--- config.mk ---
export PLATFORM = sky130hd
export DESIGN_NAME = supervisor_status_fault_log
export DESIGN_NICKNAME = d
export VERILOG_FILES = /design/src/inc/status_fault_pkg.sv /design/src/core/fault_log_plane.sv /design/src/core/supervisor_status_fault_log.sv
export VERILOG_INCLUDE_DIRS = /design/src /design/src/inc
export SDC_FILE = /design/constraint.sdc
export NUM_CORES = 1
export LEC_CHECK = 0
export BUFFER_PORTS_ARGS = -buffer_cell sky130_fd_sc_hd__clkbuf_2
export CAP_MARGIN = 5
export CORE_MARGIN = 5
export CORE_UTILIZATION = 60
export DETAILED_ROUTE_END_ITERATION = 8
export PLACE_DENSITY = 0.95
export REMOVE_ABC_BUFFERS = 1
export SYNTH_ARGS = -nofsm -noshare
export SYNTH_HDL_FRONTEND = slang
export SYNTH_HIERARCHICAL = 1
export SYNTH_SLANG_ARGS = --single-unit
--- constraint.sdc ---
create_clock -name clk -period 3.65 [get_ports clk]
set_clock_uncertainty 0.15 [all_clocks]
set_input_delay 0.5475 -clock clk [delete_from_list [all_inputs] [get_ports clk]]
set_output_delay 0.5475 -clock clk [all_outputs]
set_load 0.1 [all_outputs]
--- src/inc/status_fault_map.svh ---
// register offsets, field positions and reset values of the supervisor status bank
// assumes inclusion by bare name from packages and modules
`ifndef STATUS_FAULT_MAP_SVH
`define STATUS_FAULT_MAP_SVH

`define OFS_SUPPLY_FAULT_MASK   8'h9D
`define OFS_INPUT_WDOG_MASK     8'h9E
`define OFS_SUPPLY_FAULT_STATUS 8'hDA
`define OFS_INPUT_WDOG_STATUS   8'hDB
`define OFS_SUPPLY_FAULT_LOG    8'hDC
`define OFS_INPUT_WDOG_LOG      8'hDD
`define OFS_OUTPUT_STATUS_LOW   8'hDE
`define OFS_OUTPUT_STATUS_HIGH  8'hDF

`define POS_ANY_FAULT_FLAG      7
`define POS_WATCHDOG            4
`define POS_OUTPUT_NINE         0
`define RESET_BYTE              8'h00
`define RESET_LOG               12'h000

`endif

--- src/inc/status_fault_pkg.sv ---
// types shared by the supervisor status and fault log bank
// assumes the map header sits on the include path
package status_fault_pkg;
    typedef logic [7:0]  reg_byte_t;
    typedef logic [6:0]  supply_vec_t;
    typedef logic [4:0]  input_wdog_vec_t;
    typedef logic [11:0] plane_vec_t;
endpackage

--- src/core/fault_log_plane.sv ---
// first-change fault plane with freeze, masking and read release
// assumes levels arrive already registered in the clk domain
`timescale 1ns/10ps
`include "status_fault_map.svh"
module fault_log_plane #(
    parameter int WIDTH = 12
) (
    // clock and control
    input  wire logic             clk,
    input  wire logic             rst_n,
    input  wire logic             clkEn,
    // monitored levels and masks
    input  wire logic [WIDTH-1:0] level,
    input  wire logic [WIDTH-1:0] mask,
    // read release
    input  wire logic             clear,
    // logged plane
    output logic      [WIDTH-1:0] logBits,
    output logic                  anyFault
);
    logic [WIDTH-1:0] maskedLevel;
    logic             change;

    if (WIDTH < 1) begin : g_width_check
        $error("fault_log_plane needs at least one monitored function");
    end

    assign maskedLevel = level & ~mask;
    // masked lanes are left out, so setting a mask alone never raises the flag
    assign change = ~anyFault && (((maskedLevel ^ logBits) & ~mask) != '0);

    // frozen plane still drops masked bits so they read zero
    always_ff @(posedge clk) begin
        if (!rst_n) begin
            logBits <= `RESET_LOG;
        end else if (clkEn) begin
            if (anyFault) begin
                logBits <= logBits & ~mask;
            end else begin
                logBits <= maskedLevel;
            end
        end
    end

    // set wins over clear, although while set the plane is frozen anyway
    always_ff @(posedge clk) begin
        if (!rst_n) begin
            anyFault <= 1'b0;
        end else if (clkEn) begin
            anyFault <= change | (anyFault & ~clear);
        end
    end

    chk_first_change_logged: assert property (
        @(posedge clk) disable iff (!rst_n)
        clkEn && change |=> anyFault && logBits == $past(maskedLevel))
        else $error("first change not logged with flag");

    chk_plane_frozen: assert property (
        @(posedge clk) disable iff (!rst_n)
        clkEn && anyFault && !clear && $stable(mask) |=> anyFault && $stable(logBits))
        else $error("plane moved while flag set");

    chk_masked_zero: assert property (
        @(posedge clk) disable iff (!rst_n)
        $past(clkEn) && $stable(mask) |-> (logBits & mask) == '0)
        else $error("masked log bit not zero");
endmodule

--- src/core/supervisor_status_fault_log.sv ---
// supervisor status, fault log and fault mask registers behind the management port
// assumes the serial bus front end gives one-cycle read and write strobes with address
`timescale 1ns/10ps
`include "status_fault_map.svh"
module supervisor_status_fault_log
    import status_fault_pkg::*;
(
    // clock and reset
    input  wire logic        clk,
    input  wire logic        rst_n,
    input  wire logic        clkEn,
    // monitored functions
    input  wire logic [6:0]  supplyFault,
    input  wire logic        watchdogTimeout,
    input  wire logic [3:0]  generalInput,
    input  wire logic [8:0]  driveOutput,
    // management register port
    input  wire logic [7:0]  regAddr,
    input  wire logic        regWrite,
    input  wire logic [7:0]  regWdata,
    input  wire logic        regRead,
    output logic      [7:0]  regRdata,
    output logic             regRvalid
);
    supply_vec_t     statusSupply;
    input_wdog_vec_t statusInput;
    logic [8:0]      statusDrive;
    supply_vec_t     maskSupply;
    input_wdog_vec_t maskInput;
    plane_vec_t      logBits;
    logic            anyFault;
    logic            logClear;
    reg_byte_t       next_rdata;

    // live status sampled each enabled cycle
    always_ff @(posedge clk) begin
        if (!rst_n) begin
            statusSupply <= supply_vec_t'(`RESET_BYTE);
            statusInput  <= input_wdog_vec_t'(`RESET_BYTE);
            statusDrive  <= 9'h000;
        end else if (clkEn) begin
            statusSupply <= supplyFault;
            statusInput  <= {watchdogTimeout, generalInput};
            statusDrive  <= driveOutput;
        end
    end

    // only defined mask bits are stored, reserved write bits fall away
    always_ff @(posedge clk) begin
        if (!rst_n) begin
            maskSupply <= supply_vec_t'(`RESET_BYTE);
            maskInput  <= input_wdog_vec_t'(`RESET_BYTE);
        end else if (clkEn && regWrite) begin
            if (regAddr == `OFS_SUPPLY_FAULT_MASK) begin
                maskSupply <= regWdata[6:0];
            end
            if (regAddr == `OFS_INPUT_WDOG_MASK) begin
                maskInput <= regWdata[4:0];
            end
        end
    end

    // the release relies on the host holding off this read until the flag is seen
    assign logClear = regRead && (regAddr == `OFS_INPUT_WDOG_LOG);

    fault_log_plane #(
        .WIDTH(12)
    ) u_plane (
        .clk      (clk),
        .rst_n    (rst_n),
        .clkEn    (clkEn),
        .level    ({statusInput, statusSupply}),
        .mask     ({maskInput, maskSupply}),
        .clear    (logClear),
        .logBits  (logBits),
        .anyFault (anyFault)
    );

    always_comb begin
        next_rdata = `RESET_BYTE;
        unique case (regAddr)
            `OFS_SUPPLY_FAULT_MASK:   next_rdata = {1'b0, maskSupply};
            `OFS_INPUT_WDOG_MASK:     next_rdata = {3'h0, maskInput};
            `OFS_SUPPLY_FAULT_STATUS: next_rdata = {1'b0, statusSupply};
            `OFS_INPUT_WDOG_STATUS:   next_rdata = {3'h0, statusInput};
            `OFS_SUPPLY_FAULT_LOG:    next_rdata = {anyFault, logBits[6:0]};
            `OFS_INPUT_WDOG_LOG:      next_rdata = {3'h0, logBits[11:7]};
            `OFS_OUTPUT_STATUS_LOW:   next_rdata = statusDrive[7:0];
            `OFS_OUTPUT_STATUS_HIGH:  next_rdata = {7'h00, statusDrive[8]};
            default:                  next_rdata = `RESET_BYTE;
        endcase
    end

    // read data is captured on the same edge that the release takes the flag down
    always_ff @(posedge clk) begin
        if (!rst_n) begin
            regRdata  <= `RESET_BYTE;
            regRvalid <= 1'b0;
        end else if (clkEn) begin
            regRvalid <= regRead;
            if (regRead) begin
                regRdata <= next_rdata;
            end
        end
    end

    chk_supply_status_read: assert property (
        @(posedge clk) disable iff (!rst_n)
        clkEn && regRead && regAddr == `OFS_SUPPLY_FAULT_STATUS
        |=> regRvalid && regRdata == {1'b0, $past(statusSupply)})
        else $error("supply status read wrong");

    chk_watchdog_status: assert property (
        @(posedge clk) disable iff (!rst_n)
        clkEn |=> statusInput[`POS_WATCHDOG] == $past(watchdogTimeout))
        else $error("watchdog status not following timeout");

    chk_input_status_read: assert property (
        @(posedge clk) disable iff (!rst_n)
        clkEn && regRead && regAddr == `OFS_INPUT_WDOG_STATUS
        |=> regRdata[7:5] == 3'h0 && regRdata[3:0] == $past(statusInput[3:0]))
        else $error("input status read wrong");

    chk_drive_status_lag: assert property (
        @(posedge clk) disable iff (!rst_n)
        clkEn |=> statusDrive == $past(driveOutput))
        else $error("drive status not one cycle behind pins");

    chk_output_high_read: assert property (
        @(posedge clk) disable iff (!rst_n)
        clkEn && regRead && regAddr == `OFS_OUTPUT_STATUS_HIGH
        |=> regRdata == {7'h00, $past(statusDrive[8])})
        else $error("high output status read wrong");

    chk_flag_in_log_read: assert property (
        @(posedge clk) disable iff (!rst_n)
        clkEn && regRead && regAddr == `OFS_SUPPLY_FAULT_LOG
        |=> regRdata[`POS_ANY_FAULT_FLAG] == $past(anyFault))
        else $error("flag missing from supply log read");

    chk_second_log_reserved: assert property (
        @(posedge clk) disable iff (!rst_n)
        clkEn && regRead && regAddr == `OFS_INPUT_WDOG_LOG |=> regRdata[7:5] == 3'h0)
        else $error("second log reserved bits not zero");

    chk_mask_reserved_drop: assert property (
        @(posedge clk) disable iff (!rst_n)
        clkEn && regWrite && regAddr == `OFS_SUPPLY_FAULT_MASK
        |=> maskSupply == $past(regWdata[6:0]))
        else $error("supply mask write not stored");

    chk_second_mask_write: assert property (
        @(posedge clk) disable iff (!rst_n)
        clkEn && regWrite && regAddr == `OFS_INPUT_WDOG_MASK
        |=> maskInput == $past(regWdata[4:0]))
        else $error("second mask write not stored");

    chk_reset_clears: assert property (
        @(posedge clk)
        !rst_n |=> regRdata == 8'h00 && !regRvalid && !anyFault && maskSupply == 7'h00)
        else $error("reset did not clear registers");

    chk_release_clears_flag: assert property (
        @(posedge clk) disable iff (!rst_n)
        clkEn && logClear && anyFault |=> !anyFault)
        else $error("second log read did not clear flag");

    chk_unmapped_zero: assert property (
        @(posedge clk) disable iff (!rst_n)
        clkEn && regRead && regAddr[7:4] == 4'h0 |=> regRdata == 8'h00)
        else $error("unmapped read not zero");

    chk_unmapped_high_zero: assert property (
        @(posedge clk) disable iff (!rst_n)
        clkEn && regRead && regAddr[7:5] == 3'h7
        |=> regRdata == 8'h00)
        else $error("high unmapped read not zero");

    // live status path
    chk_supply_status_live: assert property (
        @(posedge clk) disable iff (!rst_n)
        clkEn
        |=> statusSupply == $past(supplyFault))
        else $error("supply status not following detectors");

    chk_supply_reserved_bit: assert property (
        @(posedge clk) disable iff (!rst_n)
        clkEn && regRead && regAddr == `OFS_SUPPLY_FAULT_STATUS
        |=> regRdata[7] == 1'b0)
        else $error("supply status reserved bit not zero");

    // each supply lane is checked from pin to read byte, two enabled edges apart
    for (genvar i = 0; i < 7; i++) begin : g_supply_lane
        chk_supply_lane: assert property (
            @(posedge clk) disable iff (!rst_n)
            $past(clkEn) && $past(rst_n) && clkEn && regRead
            && regAddr == `OFS_SUPPLY_FAULT_STATUS |=> regRdata[i] == $past(supplyFault[i], 2))
            else $error("supply lane read wrong");
    end

    chk_watchdog_read: assert property (
        @(posedge clk) disable iff (!rst_n)
        clkEn && regRead && regAddr == `OFS_INPUT_WDOG_STATUS
        |=> regRdata[`POS_WATCHDOG] == $past(statusInput[4]))
        else $error("watchdog status read wrong");

    chk_input_level_live: assert property (
        @(posedge clk) disable iff (!rst_n)
        clkEn
        |=> statusInput[3:0] == $past(generalInput))
        else $error("input status not following pins");

    chk_input_reserved_bits: assert property (
        @(posedge clk) disable iff (!rst_n)
        clkEn && regRead && regAddr == `OFS_INPUT_WDOG_STATUS
        |=> regRdata[7:5] == 3'h0)
        else $error("input status reserved bits not zero");

    chk_output_low_read: assert property (
        @(posedge clk) disable iff (!rst_n)
        clkEn && regRead && regAddr == `OFS_OUTPUT_STATUS_LOW
        |=> regRdata == $past(statusDrive[7:0]))
        else $error("low output status read wrong");

    chk_drive_high_live: assert property (
        @(posedge clk) disable iff (!rst_n)
        clkEn
        |=> statusDrive[8] == $past(driveOutput[8]))
        else $error("output nine status not following pin");

    chk_output_high_reserved: assert property (
        @(posedge clk) disable iff (!rst_n)
        clkEn && regRead && regAddr == `OFS_OUTPUT_STATUS_HIGH
        |=> regRdata[7:1] == 7'h00)
        else $error("high output reserved bits not zero");

    // fault log path
    chk_flag_sets_on_change: assert property (
        @(posedge clk) disable iff (!rst_n)
        clkEn && !anyFault && ((({statusInput, statusSupply} ^ logBits) & ~{maskInput, maskSupply}) != 12'h000)
        |=> anyFault)
        else $error("unmasked change did not raise flag");

    chk_supply_log_read: assert property (
        @(posedge clk) disable iff (!rst_n)
        clkEn && regRead && regAddr == `OFS_SUPPLY_FAULT_LOG
        |=> regRdata[6:0] == $past(logBits[6:0]))
        else $error("supply log read wrong");

    chk_log_follows_level: assert property (
        @(posedge clk) disable iff (!rst_n)
        clkEn && !anyFault
        |=> logBits[6:0] == $past(statusSupply & ~maskSupply))
        else $error("open supply log not tracking levels");

    chk_watchdog_log_read: assert property (
        @(posedge clk) disable iff (!rst_n)
        clkEn && regRead && regAddr == `OFS_INPUT_WDOG_LOG
        |=> regRdata[`POS_WATCHDOG] == $past(logBits[11]))
        else $error("watchdog log read wrong");

    chk_input_log_read: assert property (
        @(posedge clk) disable iff (!rst_n)
        clkEn && regRead && regAddr == `OFS_INPUT_WDOG_LOG
        |=> regRdata[3:0] == $past(logBits[10:7]))
        else $error("input log read wrong");

    chk_input_log_follows: assert property (
        @(posedge clk) disable iff (!rst_n)
        clkEn && !anyFault
        |=> logBits[11:7] == $past(statusInput & ~maskInput))
        else $error("open input log not tracking levels");

    chk_supply_masked_zero: assert property (
        @(posedge clk) disable iff (!rst_n)
        $past(clkEn) && $stable(maskSupply)
        |-> (logBits[6:0] & maskSupply) == 7'h00)
        else $error("masked supply log bit not zero");

    chk_input_masked_zero: assert property (
        @(posedge clk) disable iff (!rst_n)
        $past(clkEn) && $stable(maskInput)
        |-> (logBits[11:7] & maskInput) == 5'h00)
        else $error("masked input log bit not zero");

    chk_reset_status_zero: assert property (
        @(posedge clk)
        !rst_n
        |=> statusSupply == 7'h00 && statusInput == 5'h00 && statusDrive == 9'h000 && logBits == 12'h000 && maskInput == 5'h00)
        else $error("reset did not clear status and log");

    chk_log_frozen_supply: assert property (
        @(posedge clk) disable iff (!rst_n)
        clkEn && anyFault && $stable(maskSupply)
        |=> logBits[6:0] == $past(logBits[6:0]))
        else $error("supply log moved while latched");

    chk_log_frozen_input: assert property (
        @(posedge clk) disable iff (!rst_n)
        clkEn && anyFault && $stable(maskInput)
        |=> logBits[11:7] == $past(logBits[11:7]))
        else $error("input log moved while latched");

    chk_flag_holds_unread: assert property (
        @(posedge clk) disable iff (!rst_n)
        clkEn && anyFault && !logClear
        |=> anyFault)
        else $error("flag dropped without release read");

    chk_first_log_keeps_flag: assert property (
        @(posedge clk) disable iff (!rst_n)
        clkEn && regRead && regAddr == `OFS_SUPPLY_FAULT_LOG && anyFault
        |=> anyFault)
        else $error("supply log read cleared flag");

    // mask path
    chk_supply_mask_read: assert property (
        @(posedge clk) disable iff (!rst_n)
        clkEn && regRead && regAddr == `OFS_SUPPLY_FAULT_MASK
        |=> regRdata == {1'b0, $past(maskSupply)})
        else $error("supply mask read wrong");

    chk_second_mask_read: assert property (
        @(posedge clk) disable iff (!rst_n)
        clkEn && regRead && regAddr == `OFS_INPUT_WDOG_MASK
        |=> regRdata == {3'h0, $past(maskInput)})
        else $error("second mask read wrong");

    chk_other_write_ignored: assert property (
        @(posedge clk) disable iff (!rst_n)
        clkEn && regWrite && regAddr != `OFS_SUPPLY_FAULT_MASK && regAddr != `OFS_INPUT_WDOG_MASK
        |=> $stable(maskSupply) && $stable(maskInput))
        else $error("write to read-only address changed a mask");
endmodule

==> summary.md <==
| Metric | Value |
|---|---|
| Outcome | finished, final reports clean |
| Mapped Area | ~2800 um2 |
| Cell with the most instances after synthesis | dfxtp_1 |
| Critical-path cell list | clkbuf_2 -> nand4_1 -> or4_1 -> mux2i_1 -> nor2b_1 |
| Maximum fanout along the worst path | 21 |
| Required time worst endpoint | between 3000 and 4000 ps |
| RSZ-0062 raised after global routing | false |
| Core footprint | roughly 4700 um2 |
| Number of global-route vias before repair | about 2300 |
| Critical path arrival | between 2000 and 2500 ps |
| Post-synth EDFFs | 0 |
| CTS Buffer Depth | 2 |
| Final Hold Viols | 0 |
| HP Start | regRdata[5]$_SDFFE_PN0P_ |
| Most frequent cells after synthesis | dfxtp_1, nor2b_1, mux2i_1 |
| GRT overflow | 0 |
| Yosys warning total | 6 |
| Max-cap violation count | 0 |
| VDD IR max | 0.2614 mV |
| Clock latency on the worst-skew pair | roughly 310 ps |
| GP Congestion | about 0.90 |
| Initial antenna violation count | 0 |
| Setup TNS | 0 ps |
| Worst path slowest cell | or4_1 |
| Die X | around 79 um |
| Die Y | 78.68 um |
| Placed cell areas | 3043 um2 |
| DRC errors left | 0 |
| Post-synth ARST share | 0 |
| Reg2Reg Depth | 4 |
| Highest routed metal layer | met4 |
| First-pass GRT wire length | between 10000 and 15000 um |
| CTS hold repair buffers | 0 |
| Hold Path Class | flip-flop to flip-flop |
| Multiplexer area fraction after synthesis | 0.1676 |
| Diode count | 0 |
| Sequential element share of the synthesized area | 0.3890 |
| Top cell type's share of synthesized area | 0.3890 |
| # setup viols final | 0 |
| Slowest Stage Delay on Critical Path | 670 ps |
| # rows | 25 |
| Least-Margin Pin Slew | 739.7 ps |
| Met3 routed WL | 414 um |
| CTS tree | built |
| WL met2 | roughly 3300 um |
| M1 wire length | 2758 um |
| H-tree levels | 2 |
| GRT Total Usage | 0.2168 |
| Share of layout cells above drive strength 1 | 0.2094 |
| Antenna-violating nets left | 0 |
| Fin area | 3176 um2 |
| Vias per inst | 5.992 |
| CTS root buf | clkbuf_8 |
| Die area | 6191 um2 |
| Setup crit start kind | input port |
| Post-synthesis simple-gate area fraction | 0.2290 |
| Initial Util | 0.6072 |
| Critical path class | input port to flip-flop |
| Sink Count | 55 |
| DRT Wirelength | 6622 um |
| Min-Delay Path Depth | 2 |
| Slew HR | 0.5068 |
| Tcrit/Tclk final | 0.5668 |
| Count of pins over their slew limit | 0 |
| Final min period | slightly above 2000 ps |
| Top-level I/O count | a little over 50 |
| Post-CTS Resized | 0 |
| Synth Instances | 301 |
| Yosys cell types | 38 |
| Clock Pin Slew Worst Setup and Hold Paths | 100 ps |
| DRT iter0 DRCs | 224 |
| F_max | between 0.4 and 0.5 GHz |
| Synthesized area per cell | between 9 and 10 um2 |
| FF+latch count, synth | 55 |
| Pleak | between 1 and 1.5 nW |
| Synth area leaders | dfxtp_1, mux2i_1, nor2b_1 |
| Main synth FF type | dfxtp_1 |
| Number of fill cells in the layout | 368 |
| CTS Buf Count | 5 |
| Post-synthesis compound-gate area fraction | 0.1366 |
| Crit path from | clkEn |
| Largest net degree at the start of global routing | 51 |
| Post-Synth Adder-Cell Area | 0 |
| Worst r2r src | u_plane/anyFault$_SDFFE_PN0P_ |
| Routed via count | ~2400 |
| Xor/xnor share of the synthesized area | 0.03714 |
| Power Density | approximately 400 nW/um2 |
| CP Capture Type | flip-flop |
| Layout Nets | 380 |
| Final HPWL DP | roughly 4500 um |
| Main combinational cell family by area after synthesis | simple AND/OR/NAND/NOR gates |
| PortBufs | 49 |
| Area delta synth->final | 12.20% |
| WL/cell | ~17 um |
| Postcts setup bufs | 0 |
| Most area-hungry cell type in the Yosys netlist | dfxtp_1 |
| Pre-Repair DR Iteration Count | 5 |
## per-stage QoR
stage	hold WS, ps	util	power [mW]	std cells	setup WS [ps]
floorplan	327.0	-	0.7398	281	1682
global placement	283.0	0.6529	0.8028	385	1340
detailed placement	298.7	0.6529	0.8096	385	1288
CTS	320.8	0.6813	1.274	393	1617
global route	334.6	0.6813	1.324	393	1542
finish	317.1	0.6813	1.275	393	1581
## critical path, delay by kind of cell
kind | cells | cell delay (ps)
buf+inv | 1 | 420
simple gates | 3 | 930
mux | 1 | 220
## layout by cell type, fill, tap and decap left out, types with 3 or more instances in the layout
master,instances
clkbuf_8,5
nor2b_1,51
nand4_1,3
nand2_1,20
dfxtp_1,55
a31oi_1,5
a22oi_1,6
xnor2_1,12
o21ai_0,24
o22ai_1,9
clkbuf_2,49
a21oi_1,15
mux2i_1,44
nor3b_2,10
nor2_1,3
## registers in the layout, indices dropped and copies added (netlist names)
signal,flops
u_plane/logBits,12
statusDrive,9
regRdata,8
maskSupply,7
statusSupply,7
maskInput,5
statusInput,5
regRvalid,1
u_plane/anyFault,1
## cell families after synthesis
logic type | count (synthesis)
compound gates | 66
xor+xnor | 12
buf+inv | 22
flops | 55
mux | 46
simple gates | 100
## layer usage
layer,up-vias,track usage
met5,-,0
met4,0,0.09091
met3,13,0.06078
met2,89,0.3667
met1,1119,0.2562
li1,1134,-
## worst paths after layout
check | end | slack [ps]
setup / recovery | maskInput[0]$_SDFFE_PN0P_ | 1580
setup reg to reg | u_plane/logBits[4]$_SDFFE_PN0P_ | 2170
hold / removal | regRdata[5]$_SDFFE_PN0P_ | 320
hold reg to reg | regRdata[5]$_SDFFE_PN0P_ | 320
## area by class of cell
class,count,area (um2),share of cell area
Inverter,2,7.507,0.002364
Clock inverter,2,60.06,0.01891
Tap cell,54,67.56,0.02128
Clock buffer,6,72.57,0.02285
Sequential cell,55,1101,0.3467
Timing Repair Buffer,50,252.7,0.07959
Multi-Input combinational cell,224,1614,0.5083
## report_power, final
group	total, mW	internal, mW	switching (mW)
Clock	0.475	0.274	0.201
Sequential	0.639	0.620	0.0191
Combinational	0.161	0.0743	0.0871
(Power assumes the default switching activity.)
